### src/common/ccw_pkg.sv
/*
 * Constants, register map and mode encodings for the CPU clock mode and
 * wait control block. Assumes a 32-bit APB slave with word registers.
 */
package ccw_pkg;
    // ----------------------------------------
    // register byte addresses
    // ----------------------------------------
    localparam logic [7:0] CCW_ADDR_CC0 = 8'h00;
    localparam logic [7:0] CCW_ADDR_CC1 = 8'h04;
    localparam logic [7:0] CCW_ADDR_OSD = 8'h08;
    localparam logic [7:0] CCW_ADDR_PLL = 8'h0c;
    localparam logic [7:0] CCW_ADDR_PMT = 8'h10;
    localparam logic [7:0] CCW_ADDR_STAT = 8'h14;
    // ----------------------------------------
    // field positions
    // ----------------------------------------
    localparam int CCW_CC0_CKO_LSB = 0;
    localparam int CCW_CC0_GATE = 2;
    localparam int CCW_CC0_SUB_EN = 4;
    localparam int CCW_CC0_MAIN_STOP = 5;
    localparam int CCW_CC0_DIV8 = 6;
    localparam int CCW_CC0_SUB_CPU = 7;
    localparam int CCW_CC1_PLL_SEL = 1;
    localparam int CCW_CC1_DIV_LSB = 6;
    localparam int CCW_OSD_IOC = 1;
    localparam int CCW_PLL_RUN = 7;
    localparam int CCW_PMT_WDT = 2;
    // ----------------------------------------
    // reset values
    // ----------------------------------------
    localparam logic [7:0] CCW_CC0_RST = 8'h40;
    localparam logic [7:0] CCW_CC1_RST = 8'h00;
    localparam logic [7:0] CCW_OSD_RST = 8'h00;
    localparam logic [7:0] CCW_PLL_RST = 8'h00;
    localparam logic [7:0] CCW_PMT_RST = 8'h00;
    // ----------------------------------------
    // encodings
    // ----------------------------------------
    localparam logic [1:0] CCW_CKO_PORT = 2'h0;
    localparam logic [1:0] CCW_CKO_SUB = 2'h1;
    localparam logic [1:0] CCW_CKO_F8 = 2'h2;
    localparam logic [1:0] CCW_CKO_F32 = 2'h3;
    localparam int CCW_SRC_MAIN = 0;
    localparam int CCW_SRC_SUB = 1;
    localparam int CCW_SRC_IOC = 2;
    localparam int CCW_SRC_PLL = 3;
    localparam int CCW_NSRC = 4;

    typedef enum logic [2:0] {
        CCW_M_PLL = 3'b000,
        CCW_M_HIGH = 3'b001,
        CCW_M_MEDIUM = 3'b010,
        CCW_M_LOW_SPEED = 3'b011,
        CCW_M_LOW_POWER = 3'b100,
        CCW_M_IOC = 3'b101,
        CCW_M_IOC_LOW_POWER = 3'b110
    } ccw_mode_t;

    typedef enum logic [0:0] {
        CCW_S_RUN = 1'b0,
        CCW_S_WAIT = 1'b1
    } ccw_state_t;
endpackage

### src/ccw_top.sv
/*
 * CPU clock mode and wait control: source and divider selection for the
 * CPU and peripheral clock enables, wait mode gating and pin holding.
 * Assumes oscillator ticks arrive as asynchronous level toggles on pins,
 * and that the CPU and bus controller run on ref_clk.
 */
// Behaviour
// - low power mode: main oscillator off, CPU on sub clock, divided sub clock for timers
// - main stop written in low speed mode forces divide-by-eight to one
// - internal oscillator mode: CPU from oscillator divided, peripherals from it
// - oscillator low power mode: main stopped, oscillator feeds peripherals
// - oscillator low power mode uses the same CPU divider choice
// - sub clock running offers divided sub clock to timers in both oscillator modes
// - divider field 00/01/10/11 is 1/2/4/16; eight bit forces 8
// - wait mode gates CPU clock and halts the watchdog
// - watchdog on internal oscillator keeps counting during wait
// - oscillators keep running during wait mode
// - gate bit stops divided peripheral and converter clocks in wait, not sub divide
// - wait entered only when the CPU executes the wait instruction
// - bus address, data, selects and byte enable hold pre-wait values in external bus mode
// - in external bus mode wait strobes, hold acknowledge, bus clock high; address latch low
// - clock output: sub clock keeps toggling; divided clocks freeze when gated
module ccw_top
    import ccw_pkg::*;
#(
    parameter int ADDR_W = 20,
    parameter int DATA_W = 16,
    parameter int CS_W = 4
) (
    input wire logic ref_clk,
    input wire logic rst_n,
    input wire logic psel,
    input wire logic penable,
    input wire logic pwrite,
    input wire logic [7:0] paddr,
    input wire logic [31:0] pwdata,
    output logic [31:0] prdata,
    output logic pready,
    output logic pslverr,
    input wire logic main_osc_pin,
    input wire logic sub_osc_pin,
    input wire logic ioc_osc_pin,
    input wire logic pll_osc_pin,
    input wire logic wait_exec,
    input wire logic wait_wake,
    input wire logic ext_bus_mode,
    input wire logic [ADDR_W-1:0] bus_addr_in,
    input wire logic [DATA_W-1:0] bus_data_in,
    input wire logic [CS_W-1:0] chip_select_n_in,
    input wire logic byte_high_enable_in,
    input wire logic read_n_in,
    input wire logic write_n_in,
    input wire logic write_low_strobe_n_in,
    input wire logic write_high_strobe_n_in,
    input wire logic hold_acknowledge_n_in,
    input wire logic addr_latch_in,
    output logic [ADDR_W-1:0] bus_addr,
    output logic [DATA_W-1:0] bus_data,
    output logic [CS_W-1:0] chip_select_n,
    output logic byte_high_enable,
    output logic read_n,
    output logic write_n,
    output logic write_low_strobe_n,
    output logic write_high_strobe_n,
    output logic hold_acknowledge_n,
    output logic addr_latch,
    output logic bus_clock,
    output logic clock_output_pin,
    output logic clock_output_oe,
    output logic cpu_clk_en,
    output logic watchdog_tick,
    output logic f1_tick,
    output logic f2_tick,
    output logic f8_tick,
    output logic f32_tick,
    output logic converter_clock_tick,
    output logic sub_clock_div32_tick,
    output logic main_osc_run,
    output logic sub_osc_run,
    output logic pll_enable,
    output logic in_wait
);
    // ----------------------------------------
    // registers
    // ----------------------------------------
    logic [7:0] cc0_q;
    logic [7:0] cc1_q;
    logic [7:0] osd_q;
    logic [7:0] pll_q;
    logic [7:0] pmt_q;
    ccw_state_t state_q;
    ccw_mode_t mode;

    logic divide_by_eight_select;
    logic main_osc_stop;
    logic sub_osc_enable;
    logic sub_clock_cpu_select;
    logic periph_clock_gate_in_wait;
    logic [1:0] cosel;
    logic pll_cpu_source_select;
    logic [1:0] cpu_divider_field;
    logic internal_osc_select;
    logic pll_run;
    logic watchdog_source_select;

    assign divide_by_eight_select = cc0_q[CCW_CC0_DIV8];
    assign main_osc_stop = cc0_q[CCW_CC0_MAIN_STOP];
    assign sub_osc_enable = cc0_q[CCW_CC0_SUB_EN];
    assign sub_clock_cpu_select = cc0_q[CCW_CC0_SUB_CPU];
    assign periph_clock_gate_in_wait = cc0_q[CCW_CC0_GATE];
    assign cosel = cc0_q[CCW_CC0_CKO_LSB+:2];
    assign pll_cpu_source_select = cc1_q[CCW_CC1_PLL_SEL];
    assign cpu_divider_field = cc1_q[CCW_CC1_DIV_LSB+:2];
    assign internal_osc_select = osd_q[CCW_OSD_IOC];
    assign pll_run = pll_q[CCW_PLL_RUN];
    assign watchdog_source_select = pmt_q[CCW_PMT_WDT];

    function automatic logic [4:0] div_ratio(input logic eight, input logic [1:0] fld);
        logic [4:0] r;
        r = 5'h01;
        if (eight) begin
            r = 5'h08;
        end else if (fld == 2'h1) begin
            r = 5'h02;
        end else if (fld == 2'h2) begin
            r = 5'h04;
        end else if (fld == 2'h3) begin
            r = 5'h10;
        end
        return r;
    endfunction

    // ----------------------------------------
    // mode derivation
    // ----------------------------------------
    always_comb begin
        if (internal_osc_select && !sub_clock_cpu_select) begin
            mode = main_osc_stop ? CCW_M_IOC_LOW_POWER : CCW_M_IOC;
        end else if (sub_clock_cpu_select) begin
            mode = main_osc_stop ? CCW_M_LOW_POWER : CCW_M_LOW_SPEED;
        end else if (pll_cpu_source_select) begin
            mode = CCW_M_PLL;
        end else if (divide_by_eight_select || cpu_divider_field != 2'h0) begin
            mode = CCW_M_MEDIUM;
        end else begin
            mode = CCW_M_HIGH;
        end
    end

    // ----------------------------------------
    // APB slave
    // ----------------------------------------
    logic setup;
    logic access;
    logic wr_cc0;
    assign setup = psel && !penable;
    assign access = psel && penable && pready;
    assign wr_cc0 = access && pwrite && paddr == CCW_ADDR_CC0;

    // no wait states: pready answers in the cycle after setup
    always_ff @(posedge ref_clk) begin
        if (!rst_n) begin
            pready <= 1'b0;
        end else begin
            pready <= setup;
        end
    end

    always_ff @(posedge ref_clk) begin
        if (!rst_n) begin
            prdata <= 32'h0000_0000;
            pslverr <= 1'b0;
        end else if (setup) begin
            pslverr <= 1'b0;
            if (paddr == CCW_ADDR_CC0) begin
                prdata <= {24'h000000, cc0_q};
            end else if (paddr == CCW_ADDR_CC1) begin
                prdata <= {24'h000000, cc1_q};
            end else if (paddr == CCW_ADDR_OSD) begin
                prdata <= {24'h000000, osd_q};
            end else if (paddr == CCW_ADDR_PLL) begin
                prdata <= {24'h000000, pll_q};
            end else if (paddr == CCW_ADDR_PMT) begin
                prdata <= {24'h000000, pmt_q};
            end else if (paddr == CCW_ADDR_STAT) begin
                prdata <= {28'h0000000, state_q, mode};
            end else begin
                prdata <= 32'h0000_0000;
                pslverr <= 1'b1;
            end
        end
    end

    always_ff @(posedge ref_clk) begin
        if (!rst_n) begin
            cc0_q <= CCW_CC0_RST;
        end else if (wr_cc0) begin
            cc0_q <= pwdata[7:0];
            // stop main in low speed forces divide by eight
            if (pwdata[CCW_CC0_MAIN_STOP] && mode == CCW_M_LOW_SPEED) begin
                cc0_q[CCW_CC0_DIV8] <= 1'b1;
            end
        end
    end

    always_ff @(posedge ref_clk) begin
        if (!rst_n) begin
            cc1_q <= CCW_CC1_RST;
            osd_q <= CCW_OSD_RST;
            pll_q <= CCW_PLL_RST;
            pmt_q <= CCW_PMT_RST;
        end else if (access && pwrite) begin
            if (paddr == CCW_ADDR_CC1) begin
                cc1_q <= pwdata[7:0];
            end else if (paddr == CCW_ADDR_OSD) begin
                osd_q <= pwdata[7:0];
            end else if (paddr == CCW_ADDR_PLL) begin
                pll_q <= pwdata[7:0];
            end else if (paddr == CCW_ADDR_PMT) begin
                pmt_q <= pwdata[7:0];
            end
        end
    end

    // ----------------------------------------
    // wait state
    // ----------------------------------------
    // wait only on instruction
    always_ff @(posedge ref_clk) begin
        if (!rst_n) begin
            state_q <= CCW_S_RUN;
        end else if (state_q == CCW_S_RUN && wait_exec) begin
            state_q <= CCW_S_WAIT;
        end else if (state_q == CCW_S_WAIT && wait_wake) begin
            state_q <= CCW_S_RUN;
        end
    end

    logic waiting;
    assign waiting = state_q == CCW_S_WAIT;

    // ----------------------------------------
    // oscillator tick synchronisers
    // ----------------------------------------
    logic [CCW_NSRC-1:0] osc_pin;
    logic [CCW_NSRC-1:0] tick;
    assign osc_pin = {pll_osc_pin, ioc_osc_pin, sub_osc_pin, main_osc_pin};

    genvar g;
    generate
        for (g = 0; g < CCW_NSRC; g++) begin : g_sync
            logic s1_q;
            logic s2_q;
            logic s3_q;
            always_ff @(posedge ref_clk) begin
                if (!rst_n) begin
                    s1_q <= 1'b0;
                    s2_q <= 1'b0;
                    s3_q <= 1'b0;
                end else begin
                    s1_q <= osc_pin[g];
                    s2_q <= s1_q;
                    s3_q <= s2_q;
                end
            end
            // one tick per rising edge of the oscillator
            assign tick[g] = s2_q && !s3_q;
        end
    endgenerate

    logic main_on;
    logic sub_on;
    logic pll_on;
    assign main_on = !main_osc_stop;
    assign sub_on = sub_osc_enable;
    assign pll_on = pll_run;

    // ----------------------------------------
    // CPU clock divider
    // ----------------------------------------
    logic cpu_src_tick;
    logic [4:0] ratio;
    logic [4:0] cnt_q;
    logic cpu_pulse;

    always_comb begin
        if (sub_clock_cpu_select) begin
            cpu_src_tick = tick[CCW_SRC_SUB] && sub_on;
        end else if (internal_osc_select) begin
            cpu_src_tick = tick[CCW_SRC_IOC];
        end else if (pll_cpu_source_select) begin
            cpu_src_tick = tick[CCW_SRC_PLL] && pll_on;
        end else begin
            cpu_src_tick = tick[CCW_SRC_MAIN] && main_on;
        end
    end

    // sub clock and PLL run undivided
    assign ratio = (sub_clock_cpu_select || (pll_cpu_source_select && !internal_osc_select))
        ? 5'h01 : div_ratio(divide_by_eight_select, cpu_divider_field);
    assign cpu_pulse = cpu_src_tick && (cnt_q + 5'h01 >= ratio);

    always_ff @(posedge ref_clk) begin
        if (!rst_n) begin
            cnt_q <= 5'h00;
        end else if (cpu_src_tick) begin
            cnt_q <= cpu_pulse ? 5'h00 : cnt_q + 5'h01;
        end
    end

    // CPU halted in wait; watchdog too unless it runs from the internal oscillator
    always_ff @(posedge ref_clk) begin
        if (!rst_n) begin
            cpu_clk_en <= 1'b0;
            watchdog_tick <= 1'b0;
        end else begin
            cpu_clk_en <= cpu_pulse && !waiting;
            if (watchdog_source_select) begin
                watchdog_tick <= tick[CCW_SRC_IOC];
            end else begin
                watchdog_tick <= cpu_pulse && !waiting;
            end
        end
    end

    // ----------------------------------------
    // peripheral clocks
    // ----------------------------------------
    logic per_src_tick;
    logic per_run;
    logic [4:0] pcnt_q;
    logic [4:0] scnt_q;
    logic sdiv_pulse;

    always_comb begin
        if (internal_osc_select) begin
            per_src_tick = tick[CCW_SRC_IOC];
        end else if (pll_cpu_source_select) begin
            per_src_tick = tick[CCW_SRC_PLL] && pll_on;
        end else begin
            per_src_tick = tick[CCW_SRC_MAIN] && main_on;
        end
    end

    // divided clocks off in gated wait
    assign per_run = per_src_tick && mode != CCW_M_LOW_POWER
        && !(waiting && periph_clock_gate_in_wait);

    always_ff @(posedge ref_clk) begin
        if (!rst_n) begin
            pcnt_q <= 5'h00;
        end else if (per_run) begin
            pcnt_q <= pcnt_q + 5'h01;
        end
    end

    always_ff @(posedge ref_clk) begin
        if (!rst_n) begin
            f1_tick <= 1'b0;
            f2_tick <= 1'b0;
            f8_tick <= 1'b0;
            f32_tick <= 1'b0;
            converter_clock_tick <= 1'b0;
        end else begin
            f1_tick <= per_run;
            f2_tick <= per_run && pcnt_q[0];
            f8_tick <= per_run && pcnt_q[2:0] == 3'h7;
            f32_tick <= per_run && pcnt_q == 5'h1f;
            converter_clock_tick <= per_run;
        end
    end

    assign sdiv_pulse = tick[CCW_SRC_SUB] && sub_on && scnt_q == 5'h1f;

    always_ff @(posedge ref_clk) begin
        if (!rst_n) begin
            scnt_q <= 5'h00;
            sub_clock_div32_tick <= 1'b0;
        end else begin
            if (tick[CCW_SRC_SUB] && sub_on) begin
                scnt_q <= scnt_q + 5'h01;
            end
            sub_clock_div32_tick <= sdiv_pulse;
        end
    end

    // ----------------------------------------
    // clock output pin
    // ----------------------------------------
    logic co_tick;
    always_comb begin
        if (cosel == CCW_CKO_SUB) begin
            co_tick = tick[CCW_SRC_SUB] && sub_on;
        end else if (cosel == CCW_CKO_F8) begin
            co_tick = per_run && pcnt_q[2:0] == 3'h7;
        end else if (cosel == CCW_CKO_F32) begin
            co_tick = per_run && pcnt_q == 5'h1f;
        end else begin
            co_tick = 1'b0;
        end
    end

    always_ff @(posedge ref_clk) begin
        if (!rst_n) begin
            clock_output_pin <= 1'b0;
            clock_output_oe <= 1'b0;
        end else begin
            clock_output_oe <= !ext_bus_mode && cosel != CCW_CKO_PORT;
            if (co_tick) begin
                clock_output_pin <= !clock_output_pin;
            end
        end
    end

    // ----------------------------------------
    // bus pins
    // ----------------------------------------
    // hold pre-wait bus values in external bus mode
    always_ff @(posedge ref_clk) begin
        if (!rst_n) begin
            bus_addr <= '0;
            bus_data <= '0;
            chip_select_n <= '1;
            byte_high_enable <= 1'b1;
        end else if (!(waiting && ext_bus_mode)) begin
            bus_addr <= bus_addr_in;
            bus_data <= bus_data_in;
            chip_select_n <= chip_select_n_in;
            byte_high_enable <= byte_high_enable_in;
        end
    end

    always_ff @(posedge ref_clk) begin
        if (!rst_n) begin
            read_n <= 1'b1;
            write_n <= 1'b1;
            write_low_strobe_n <= 1'b1;
            write_high_strobe_n <= 1'b1;
            hold_acknowledge_n <= 1'b1;
            addr_latch <= 1'b0;
            bus_clock <= 1'b1;
        end else if (waiting && ext_bus_mode) begin
            read_n <= 1'b1;
            write_n <= 1'b1;
            write_low_strobe_n <= 1'b1;
            write_high_strobe_n <= 1'b1;
            hold_acknowledge_n <= 1'b1;
            addr_latch <= 1'b0;
            bus_clock <= 1'b1;
        end else begin
            read_n <= read_n_in;
            write_n <= write_n_in;
            write_low_strobe_n <= write_low_strobe_n_in;
            write_high_strobe_n <= write_high_strobe_n_in;
            hold_acknowledge_n <= hold_acknowledge_n_in;
            addr_latch <= addr_latch_in;
            if (cpu_pulse) begin
                bus_clock <= !bus_clock;
            end
        end
    end

    // ----------------------------------------
    // status outputs
    // ----------------------------------------
    always_ff @(posedge ref_clk) begin
        if (!rst_n) begin
            main_osc_run <= 1'b0;
            sub_osc_run <= 1'b0;
            pll_enable <= 1'b0;
            in_wait <= 1'b0;
        end else begin
            main_osc_run <= main_on;
            sub_osc_run <= sub_on;
            pll_enable <= pll_on;
            in_wait <= waiting;
        end
    end
endmodule

### config.mk
export PLATFORM = sky130hd
export DESIGN_NAME = ccw_top
export DESIGN_NICKNAME = d
export VERILOG_FILES = /design/src/common/ccw_pkg.sv /design/src/ccw_top.sv
export SDC_FILE = /design/constraint.sdc
export NUM_CORES = 1
export LEC_CHECK = 0
export BUFFER_PORTS_ARGS = -buffer_cell sky130_fd_sc_hd__buf_2
export CAP_MARGIN = 10
export CORE_MARGIN = 2
export CORE_UTILIZATION = 45
export DETAILED_ROUTE_END_ITERATION = 10
export HOLD_SLACK_MARGIN = 0.05
export PLACE_DENSITY = 0.87
export SLEW_MARGIN = 20
export SYNTH_ARGS = -nofsm -noshare
export SYNTH_HDL_FRONTEND = slang
export SYNTH_SLANG_ARGS = --single-unit
### constraint.sdc
create_clock -name ref_clk -period 2.15 [get_ports ref_clk]
set_clock_uncertainty 0.1 [all_clocks]
set_input_delay 0.645 -clock ref_clk [delete_from_list [all_inputs] [get_ports ref_clk]]
set_output_delay 0.645 -clock ref_clk [all_outputs]
set_load 0.01 [all_outputs]
# Yosys cells after proc, flatten, opt, wreduce, memory -nomap -nowiden

Cells that the tools add are included.

Eq/ne operators: 16
Add/sub/neg operators: 3
Bitwise gates (word level): 5
Multiplexer cells: 34
Reductions and logical operators: 52
$lt $le $gt $ge: 1

Operators with widths:

| kind                                                                   | number |
|---|---|
| 8-bit two-way mux                                                      | 5 |
| 5-bit two-way mux                                                      | 6 |
| 1-bit logical AND                                                      | 28 |
| 8-bit by 4-bit equality test with 1-bit output (second input constant) | 2 |
| 8-bit by 5-bit equality test with 1-bit output (second input constant) | 2 |
| 1-bit two-way mux                                                      | 16 |
| 5-bit by 1-bit adder with 5-bit output (second input constant)         | 3 |
| 1-bit logical NOT                                                      | 13 |
| 5-bit equality test (second input constant)                            | 2 |
| 3-bit two-way mux                                                      | 3 |
| 2-bit equality test (second input constant)                            | 4 |
| 8-bit by 3-bit equality test with 1-bit output (second input constant) | 1 |
| 8-bit logical NOT                                                      | 1 |
| 2-bit two-way mux                                                      | 3 |
| 2-bit nonzero test                                                     | 3 |
| 5-bit >= comparator                                                    | 1 |
| 1-bit NOT                                                              | 5 |
| 5-bit AND reduction                                                    | 1 |
| 2-bit by 1-bit equality test with 1-bit output (second input constant) | 2 |
| 4-bit two-way mux                                                      | 1 |
| 4-bit AND reduction                                                    | 1 |
| 3-bit by 2-bit equality test with 1-bit output (second input constant) | 1 |
| 3-bit equality test (second input constant)                            | 1 |
| 3-bit inequality test (second input constant)                          | 1 |
| other kinds (4)                                                        | 5 |

Output and inout port bits: 96
Logic and storage cells: 159
Register bits: 163
Input port bits: 99

# Logic depth before layout (Yosys ltp)

Gate-level depths: netlist (run 1).

Depth in word-level cells: 13
Mapped depth: 9

# Least setup slack after synthesis (run 1)

Ideal clock, no wire load.

Path kind: input -> register
Start point: in paddr[0]
End point: reg pmt_q[0]
Stages: 5
Library setup time: 116 ps
Arrival time: 2,106 ps
Buffers on the path: 0
Path slack: -172 ps
Required time: 1,934 ps
Cell sequence: or4_4 or2_4 nor3_4 mux2i_1 nor2b_1

Cells in the longest elaborated chain, start to end: 3

RTL lines:

| item                                                                   | line           | text |
|---|---|---|
| from (decl)                                                            | ccw_top.sv:35  | `input wire logic [7:0] paddr,` |
| 8-bit by 4-bit equality test with 1-bit output (tied with other cells) | ccw_top.sv:217 | `end else if (paddr == CCW_ADDR_PLL) begin` |
| 1-bit NOT (no line)                                                    | -              |  |
| 5-bit AND reduction (no line) (*)                                      | -              |  |
| to (signal assigned)                                                   | ccw_top.sv:220 | `pmt_q <= pwdata[7:0];` |
| to (decl)                                                              | ccw_top.sv:90  | `logic [7:0] pmt_q;` |

Every way passes the cells marked *; elsewhere a longest branch is shown, timed or not.
A chain may end at the register's enable or synchronous reset.

# Worst setup path in the final report (run 1)

Start point: reg osd_q[1]
End point: reg cnt_q[3]

Cells in the longest elaborated chain, start to end: 7

RTL lines:

| item                   | line           | text |
|---|---|---|
| from (decl)            | ccw_top.sv:88  | `logic [7:0] osd_q;` |
| from (signal assigned) | ccw_top.sv:216 | `osd_q <= pwdata[7:0];` |
| 1-bit logical NOT      | ccw_top.sv:299 | `assign ratio = (sub_clock_cpu_select \|\| (pll_cpu_source_select && !internal_osc_select))` |
| 1-bit logical AND      | ccw_top.sv:299 |  |
| 1-bit logical OR       | ccw_top.sv:299 |  |
| 5-bit two-way mux      | ccw_top.sv:300 | `? 5'h01 : div_ratio(divide_by_eight_select, cpu_divider_field);` |
| 5-bit >= comparator    | ccw_top.sv:301 | `assign cpu_pulse = cpu_src_tick && (cnt_q + 5'h01 >= ratio);` |
| 1-bit logical AND      | ccw_top.sv:301 |  |
| 5-bit two-way mux      | ccw_top.sv:307 | `cnt_q <= cpu_pulse ? 5'h00 : cnt_q + 5'h01;` |
| to (signal assigned)   | ccw_top.sv:307 |  |
| to (decl)              | ccw_top.sv:283 | `logic [4:0] cnt_q;` |

Several ways; a longest one is shown, not always the timed one.

==> metrics, run 1 <==
outcome=complete, no violations; hold bufs inserted after CTS=0; Critical Path RT=2390 ps; total gr overflow=0; area delta synth->final=28.3%; vias in the first global route=4,689; EDFF count, synth=0; Worst-path clk slew=60 ps; max_cap viols=0; Vias/cell=4.93; number of I/O pins=195; syn_area_per_cell=8.73 µm²; RSZ-0062 raised after global routing=yes; I/O Buffers=146; worst hold path class=primary input to flop; Layout fillers=1,091; Worst Setup Start Kind=flop; multi-input logic area=2760 µm²; post-route antenna net violation count=0; nets=928; utilization after layout=59.0%; critical path type=flop to flop; detailed placement HPWL=9370 µm; Root Buffer Master=clkbuf_16; post-route worst setup slack=23.1 ps; Static Leak=3.29 nW; largest net degree at the start of global routing=62; fraction of layout cells with a size suffix above 1=28.3%; total CTS buffers=17; WL/cell=13.5 µm; register bit total from synthesis=139; Core Area=12,600 µm²; Fin. Hold Viols=0; total number of vias=4,938; Reg area=2780 µm²; antenna violations before repair=0; gpl congestion=0.852; setup TNS=0 ps; Cell variety after synth=52; sequential area share after synthesis=48.2%; first-pass GRT wire length=22,100 µm; DRC viols=0; Post-Syn Instances=662; Ant. Diodes=0; Initial Util=46.0%; Tmin final=2130 ps; Worst-Skew Late Latency=420 ps; TritonRoute pass-1 iters=4; # setup viols final=0; pre-CTS setup slack=-232 ps; TritonCTS clock tree=done; Peak supply drop=417 µV; Worst setup EP type=flop; non-filler instance count after layout=1,001; Die X=117 µm; Critical Path Fanout Max=5; Arr. time, crit path=2370 ps; mapped cell area=5780 µm²; final wirelength=13,500 µm; Final Instance Area=7410 µm²; FFs w/ async S/R, synth=0%; DP Cell Count=968; Slew Limit Fails=0; clk buf depth=2; row cnt=41; Cell Pwr Density=799 nW/µm²; synth warn=0; Die H=117 µm; fmax=0.470 GHz; fin crit share=98.9%; area post-placement=6790 µm²; Main synth FF type=dfxtp_1; CTS sink cnt=139; DIE AREA=13,800 µm²; Total GRT Usage=19.7%; First DRT Iteration DRCs=310; H-tree levels=4
## state kept, by name, summed over array words and instances, names as in the netlist, 5 cells and up
signal / count
pll_q: 8
cc1_q: 8
pcnt_q: 5
scnt_q: 5
osd_q: 8
prdata: 8
pmt_q: 8
bus_addr: 20
cnt_q: 5
cc0_q: 8
bus_data: 16
## area by class of cell
type / count / share of cell area (%)
clock inverter: 9 / 1.32
timing repair buffer: 181 / 14.3
clock buffer: 21 / 6.21
multi-input combinational: 470 / 37.3
sequential: 139 / 37.5
inverter: 9 / 0.456
tap: 172 / 2.90
## critical path: stages, from the launching register on
cell and delay (ps):
dfxtp_1 330, inv_1 60, a21oi_1 130, buf_4 140
nand4_1 110, ha_1 340, a21o_1 170, a31oi_2 180
o21ai_2 120, nand2b_4 190, o22ai_2 170
## cells in the mapped netlist (2+ instances only)
| library cell | instances | area [µm²] |
|---|---|---|
| and2_1 | 24 | 150 |
| nand3_1 | 41 | 205 |
| a31oi_1 | 10 | 62.6 |
| o21ai_0 | 49 | 245 |
| or3_1 | 2 | 12.5 |
| nand2b_1 | 6 | 37.5 |
| xor2_1 | 2 | 17.5 |
| buf_2 | 2 | 10.0 |
| nor2_1 | 12 | 45.0 |
| nor3b_1 | 5 | 37.5 |
| nor3_1 | 3 | 15.0 |
| o22ai_1 | 6 | 37.5 |
| ha_1 | 11 | 138 |
| xnor2_1 | 5 | 43.8 |
| buf_4 | 25 | 188 |
| nand3b_1 | 5 | 37.5 |
| a21oi_1 | 6 | 30.0 |
| or2_2 | 5 | 31.3 |
| clkbuf_1 | 39 | 146 |
| mux4_2 | 3 | 67.6 |
| inv_1 | 9 | 33.8 |
| a21boi_0 | 40 | 300 |
| nor2b_1 | 17 | 106 |
| nand4_1 | 4 | 25.0 |
| and3_1 | 7 | 43.8 |
| nand2_1 | 143 | 537 |
| dfxtp_1 | 139 | 2780 |
| o31ai_1 | 2 | 15.0 |
| mux2i_1 | 17 | 170 |
## cell usage in the layout (no fill, tap or decap), types with 4 or more instances in the layout
cell,instances
and2_1,24
conb_1,24
and3_1,7
mux2i_1,17
clkbuf_16,17
nand3_1,38
o21ai_1,12
inv_1,9
nor3b_1,5
a21boi_0,40
nor2_1,12
a21oi_1,6
buf_4,31
nand2b_1,5
a31oi_1,9
buf_12,5
nand4_1,4
nand3b_1,5
dfxtp_1,139
xnor2_1,5
nand2_1,141
nor2b_1,17
clkinv_2,6
o21ai_0,36
buf_2,145
ha_1,11
or2_2,5
## power by group
group | internal (mW) | switching (mW)
clock | 1.74 | 1.03
combinational | 0.200 | 0.267
sequential | 2.65 | 0.0315
## kinds of logic after synthesis
kind of cell / after synthesis / share of synthesized area, %
flip-flops: 139 / 48.2
adder cells (fa/ha/maj): 11 / 2.38
AO/OA/AOI/OAI: 123 / 13.5
buffers and inverters: 76 / 6.61
AND/OR/NAND/NOR: 284 / 24.0
XOR/XNOR: 7 / 1.06
multiplexers: 21 / 4.31
other: 1 / 0.0649
## final timing paths
check,end,from,depth (start not counted),slack [ps]
max reg2reg,cnt_q[3],osd_q[1],10,20
min reg2reg,g_sync[2].s2_q,g_sync[2].s1_q,1,330
max,cnt_q[3],osd_q[1],10,20
min,clock_output_oe,ext_bus_mode,2,320
## through the flow
step	hold WS (ps)	power, mW
finish	317	5.92
global route	302	6.15
CTS	301	5.97
detailed placement	318	3.20
global placement	317	3.19
floorplan	312	3.02
## timing repair
item	CTS	global route
endpoints found under the setup margin	7	8
hold endpoints to repair	0	0
pin swaps	0	1
resized for setup	1	8
buffers inserted	0	3
## layer usage
metal	track usage, %	vias to the layer above	wire [µm]
met5	0	-	0
met4	9.26	0	362
met3	5.20	30	679
met2	32.8	143	6530
met1	23.6	2258	5900
li1	-	2507	-
Note: power is estimated with default switching activity, not from simulation.
==> run 2, diff against run 1 <==
--- a/config.mk
+++ b/config.mk
@@ -11,7 +11,7 @@
 export CORE_UTILIZATION = 45
 export DETAILED_ROUTE_END_ITERATION = 10
 export HOLD_SLACK_MARGIN = 0.05
-export PLACE_DENSITY = 0.87
+export PLACE_DENSITY = 0.84
 export SLEW_MARGIN = 20
 export SYNTH_ARGS = -nofsm -noshare
 export SYNTH_HDL_FRONTEND = slang
==> constraint.sdc (replaced) <==
create_clock -name ref_clk -period 2.5 [get_ports ref_clk]
set_clock_uncertainty 0.1 [all_clocks]
set_input_delay 0.75 -clock ref_clk [delete_from_list [all_inputs] [get_ports ref_clk]]
set_output_delay 0.75 -clock ref_clk [all_outputs]
set_load 0.01 [all_outputs]
==> run 2 against run 1 <==
Effect of this change: critical endpoint unchanged; power shrank 11%; sequential power shrank 14%; sequential share of layout area rose by 0.69 points; die area unchanged; first-iteration DRC count is 6.5% lower; hold slack improved by 14 ps.
==> metrics, run 2 (synthesis gave the netlist of run 1 again) <==
Post-CTS Resized=0 (was 1); gpl congestion=0.816 (was 0.852); antenna violations before repair=0 (unchanged); total gr overflow=0 (unchanged); largest registers=bus_addr x20, bus_data x16 (unchanged); largest stage delay on the critical path=360 ps (was 340 ps); RSZ-0062 raised after global routing=no (was yes); Cell Chain, Critical Path=a21oi_1 -> nand4_1 -> ha_1 -> a21o_1 -> a31oi_1 -> o21ai_0 -> nand2b_1 -> o22ai_1 (was inv_1 -> a21oi_1 -> buf_4 -> nand4_1 -> ha_1 -> a21o_1 -> a31oi_2 -> o21ai_2 -> nand2b_4 -> o22ai_2); DRC viols=0 (unchanged); First DRT Iteration DRCs=290 (was 310); pre-CTS setup slack=-34.5 ps (was -232 ps); Ant. Diodes=0 (unchanged); Slew Limit Fails=0 (unchanged); first-pass GRT wire length=22,100 µm (about the same); detailed placement HPWL=9350 µm (was 9370 µm); Worst setup EP type=flop (unchanged); post-route antenna net violation count=0 (unchanged); Worst Setup Start Kind=flop (unchanged); Total GRT Usage=19.7% (about the same); largest net degree at the start of global routing=67 (was 62); Critical Path RT=2740 ps (was 2390 ps); row cnt=41 (unchanged); nets=916 (was 928); Layout fillers=1,127 (was 1,091); outcome=complete, no violations (unchanged); clk buf depth=2 (unchanged); Vias/cell=4.98 (was 4.93); total CTS buffers=17 (unchanged); area post-placement=6670 µm² (was 6790 µm²); Static Leak=3.22 nW (was 3.29 nW); post-route worst setup slack=230 ps (was 23.1 ps); DIE AREA=13,800 µm² (unchanged); Final Instance Area=7280 µm² (was 7410 µm²); Worst-Skew Late Latency=420 ps (about the same); area delta synth->final=26.0% (was 28.3%); Fin. Hold Viols=0 (unchanged); Core Area=12,600 µm² (unchanged); post-CTS setup buffer count=0 (unchanged); Peak supply drop=451 µV (was 417 µV); # setup viols final=0 (unchanged); reg-to-reg slack, setup=230 ps (was 20 ps); Tmin final=2270 ps (was 2130 ps); number of flip-flops in the largest register=20 (unchanged); fin crit share=90.8% (was 98.9%); TritonCTS clock tree=done (unchanged); CTS sink cnt=139 (unchanged); Root Buffer Master=clkbuf_16 (unchanged); Die H=117 µm (unchanged); Top reg by flops=bus_addr (unchanged); Power Total=5.25 mW (was 5.92 mW); vias in the first global route=4,635 (was 4,689); fraction of layout cells with a size suffix above 1=25.9% (was 28.3%); number of I/O pins=195 (unchanged); Cell Pwr Density=722 nW/µm² (was 799 nW/µm²); most frequent cells in the layout=145 x buf_2, 143 x nand2_1, 139 x dfxtp_1, 49 x o21ai_0, 41 x nand3_1 (was 145 x buf_2, 141 x nand2_1, 139 x dfxtp_1, 40 x a21boi_0, 38 x nand3_1); Critical Path Fanout Max=6 (was 5); total number of vias=4,928 (was 4,938); TritonRoute pass-1 iters=4 (unchanged); cell at the slowest stage of the critical path=dfxtp_1 (was ha_1); H-tree levels=4 (unchanged); Worst-path clk slew=60 ps (about the same); utilization after layout=57.9% (was 59.0%); worst hold path class=flop to flop (was primary input to flop); fmax=0.440 GHz (was 0.470 GHz); critical path type=flop to flop (unchanged); Die X=117 µm (unchanged); final wirelength=13,300 µm (was 13,500 µm); leading cell type in the layout, fill and taps excluded=buf_2 (unchanged); hold bufs inserted after CTS=0 (unchanged); WL/cell=13.5 µm (about the same); Arr. time, crit path=2510 ps (was 2370 ps); Initial Util=46.0% (unchanged); I/O Buffers=146 (unchanged); max_cap viols=0 (unchanged)
run 2: worst paths after layout:
| kind | startpoint | end | cells past startpoint |
|---|---|---|---|
| setup / recovery | cc1_q[1] | cnt_q[3] | 8 |
| hold / removal | g_sync[2].s1_q | g_sync[2].s2_q | 1 |
| setup reg to reg | cc1_q[1] | cnt_q[3] | 8 |
| hold reg to reg | g_sync[2].s1_q | g_sync[2].s2_q | 1 |
run 2: critical path: cells and delay by family (launching register included):
family / cells / cell delay (ps)
AOI/OAI and AO/OA: 5 / 1010
adders and majority gates: 1 / 320
DFF: 1 / 360
and+or+nand+nor: 2 / 400
run 2: cell type report:
cell class | instances | area [µm²] | share of cell area (%)
Timing Repair Buffer | 169 | 943 | 13.0
Inverter | 9 | 33.8 | 0.464
Multi-Input combinational cell | 470 | 2700 | 37.1
Sequential cell | 139 | 2780 | 38.2
Clock buffer | 24 | 492 | 6.76
Clock inverter | 7 | 113 | 1.55
Tap cell | 172 | 215 | 2.96
run 2: where the power goes:
part	total, mW	internal (mW)	switching, mW
sequential	2.31	2.28	0.0282
clock	2.56	1.66	0.895
combinational	0.382	0.160	0.222
run 2: per-stage QoR:
stage | TNS (ps) | std cells | hold WS (ps)
6_report | 0 | 990 | 331
5_1_grt | 0 | 990 | 342
4_1_cts | 0 | 990 | 333
3_5_place_dp | -68.1 | 959 | 319
3_3_place_gp | 0 | 959 | 316
2_1_floorplan | 0 | 685 | 312
run 2: per-layer routing:
metal	global-route usage [%]	routed length, µm
met2	31.7	6340
met3	4.91	746
met4	9.49	374
met1	24.7	5880
met5	0	0
==> run 3, diff against run 2 <==
--- a/config.mk
+++ b/config.mk
@@ -11,7 +11,7 @@
 export CORE_UTILIZATION = 45
 export DETAILED_ROUTE_END_ITERATION = 10
 export HOLD_SLACK_MARGIN = 0.05
-export PLACE_DENSITY = 0.84
+export PLACE_DENSITY = 0.81
 export SLEW_MARGIN = 20
 export SYNTH_ARGS = -nofsm -noshare
 export SYNTH_HDL_FRONTEND = slang
==> run 3 against run 2 <==
Effect of this change: clock power grew 12%; power grew 6.2%; die area is the same; count of clock-buffer cells in the layout shrank 3.
==> metrics, run 3 (synthesis gave the netlist of run 1 again) <==
outcome=complete, no violations (unchanged); row cnt=41 (unchanged); Worst-Skew Late Latency=420 ps (about the same); utilization after layout=58.5% (was 57.9%); Layout fillers=1,142 (was 1,127); Die H=117 µm (unchanged); WL/cell=13.5 µm (about the same); post-CTS setup buffer count=0 (unchanged); Critical Path Fanout Max=6 (unchanged); worst hold path class=flop to flop (unchanged); Critical Path RT=2730 ps (was 2740 ps); # setup viols final=0 (unchanged); DRC viols=0 (unchanged); TritonCTS clock tree=done (unchanged); Fin. Hold Viols=0 (unchanged); Worst-path clk slew=60 ps (about the same); number of flip-flops in the largest register=20 (unchanged); Total GRT Usage=20.1% (was 19.7%); Arr. time, crit path=2480 ps (was 2510 ps); Vias/cell=4.93 (was 4.98); Initial Util=46.0% (unchanged); final wirelength=13,400 µm (was 13,300 µm); First DRT Iteration DRCs=268 (was 290); first-pass GRT wire length=22,500 µm (was 22,100 µm); non-filler instance count after layout=992 (was 990); Peak supply drop=473 µV (was 451 µV); Worst setup EP type=flop (unchanged); hold bufs inserted after CTS=0 (unchanged); Top reg by flops=bus_addr (unchanged); total number of vias=4,892 (was 4,928); clk buf depth=2 (unchanged); vias in the first global route=4,647 (was 4,635); Post-CTS Resized=0 (unchanged); max_cap viols=0 (unchanged); detailed placement HPWL=9360 µm (was 9350 µm); I/O Buffers=146 (unchanged); Root Buffer Master=clkbuf_16 (unchanged); Tmin final=2250 ps (was 2270 ps); area delta synth->final=27.2% (was 26.0%); antenna violations before repair=0 (unchanged); Power Total=5.58 mW (was 5.25 mW); fraction of layout cells with a size suffix above 1=26.3% (was 25.9%); Reg area=2780 µm² (unchanged); TritonRoute pass-1 iters=5 (was 4); number of I/O pins=195 (unchanged); most frequent cells in the layout=145 x buf_2, 143 x nand2_1, 139 x dfxtp_1, 49 x o21ai_0, 41 x nand3_1 (unchanged); Worst Max-Slew Pin Slew=508 ps; largest net degree at the start of global routing=44 (was 67); Slew Limit Fails=0 (unchanged); Worst Setup Start Kind=flop (unchanged); RSZ-0062 raised after global routing=no (unchanged); fin crit share=90.0% (was 90.8%); nets=918 (was 916); critical path type=flop to flop (unchanged); H-tree levels=4 (unchanged); leading cell type in the layout, fill and taps excluded=buf_2 (unchanged); Die X=117 µm (unchanged); total gr overflow=0 (unchanged); fmax=0.445 GHz (was 0.440 GHz); Core Area=12,600 µm² (unchanged); setup TNS=0 ps (unchanged); Cell Pwr Density=759 nW/µm² (was 722 nW/µm²); largest registers=bus_addr x20, bus_data x16 (unchanged); Max-slew headroom=66.1%; total CTS buffers=17 (unchanged); CTS sink cnt=139 (unchanged); multi-input logic area=2700 µm² (unchanged); DP Cell Count=961 (was 959); DIE AREA=13,800 µm² (unchanged); post-route antenna net violation count=0 (unchanged); gpl congestion=0.833 (was 0.816); Ant. Diodes=0 (unchanged); Static Leak=3.26 nW (was 3.22 nW)
run 3: cell count changes in the layout (fill, tap and decap cells not counted):
cell,change
clkinvlp_4,+1
clkinv_2,-3
buf_12,-2
clkbuf_8,-1
clkinv_4,+2
buf_4,+4
clkbuf_1,-2
bufinv_16,+3
run 3: through the flow:
step	area, µm²	hold slack (ps)	setup slack [ps]
final	7350	332	251
after global routing	7350	348	97.4
after CTS	7350	334	267
after detailed placement	6660	320	-30.4
after global placement	6660	317	-7.74
after floorplan	5860	312	72.6
run 3: path summary, 6_finish.rpt:
path,startpoint,endpoint,slack (ps),cells after the start
setup reg to reg,cc1_q[1],watchdog_tick,250,8
setup / recovery,cc1_q[1],watchdog_tick,250,8
hold reg to reg,g_sync[1].s1_q,g_sync[1].s2_q,330,1
hold / removal,g_sync[1].s1_q,g_sync[1].s2_q,330,1
run 3: routing by layer:
metal	global-route usage (%)	share of wire, %	vias up
met4	8.73	2.5	0
met2	31.9	47	142
met3	5.40	4.9	29
met1	25.8	45	2229
met5	0	0	-
li1	-	-	2492
run 3: critical path, cell delays in order (launching register included):
cell	delay, ps
dfxtp_1	360
a21oi_1	350
nand4_1	150
ha_1	320
a21o_1	100
a31oi_1	30
o21ai_0	270
nand2_1	210
o22ai_1	250
run 3: cell type report:
| type | instances | share of cell area (%) |
|---|---|---|
| Inverter | 9 | 0.460 |
| Clock inverter | 10 | 2.90 |
| Clock buffer | 21 | 6.40 |
| Timing Repair Buffer | 171 | 12.7 |
| Multi-Input combinational cell | 470 | 36.7 |
| Sequential cell | 139 | 37.9 |
| Tap cell | 172 | 2.93 |
run 3: report_power, final:
part | switching, mW | leakage [nW] | internal (mW)
Clock | 0.935 | 0.326 | 1.95
Combinational | 0.222 | 1.80 | 0.159
Sequential | 0.0285 | 1.14 | 2.28
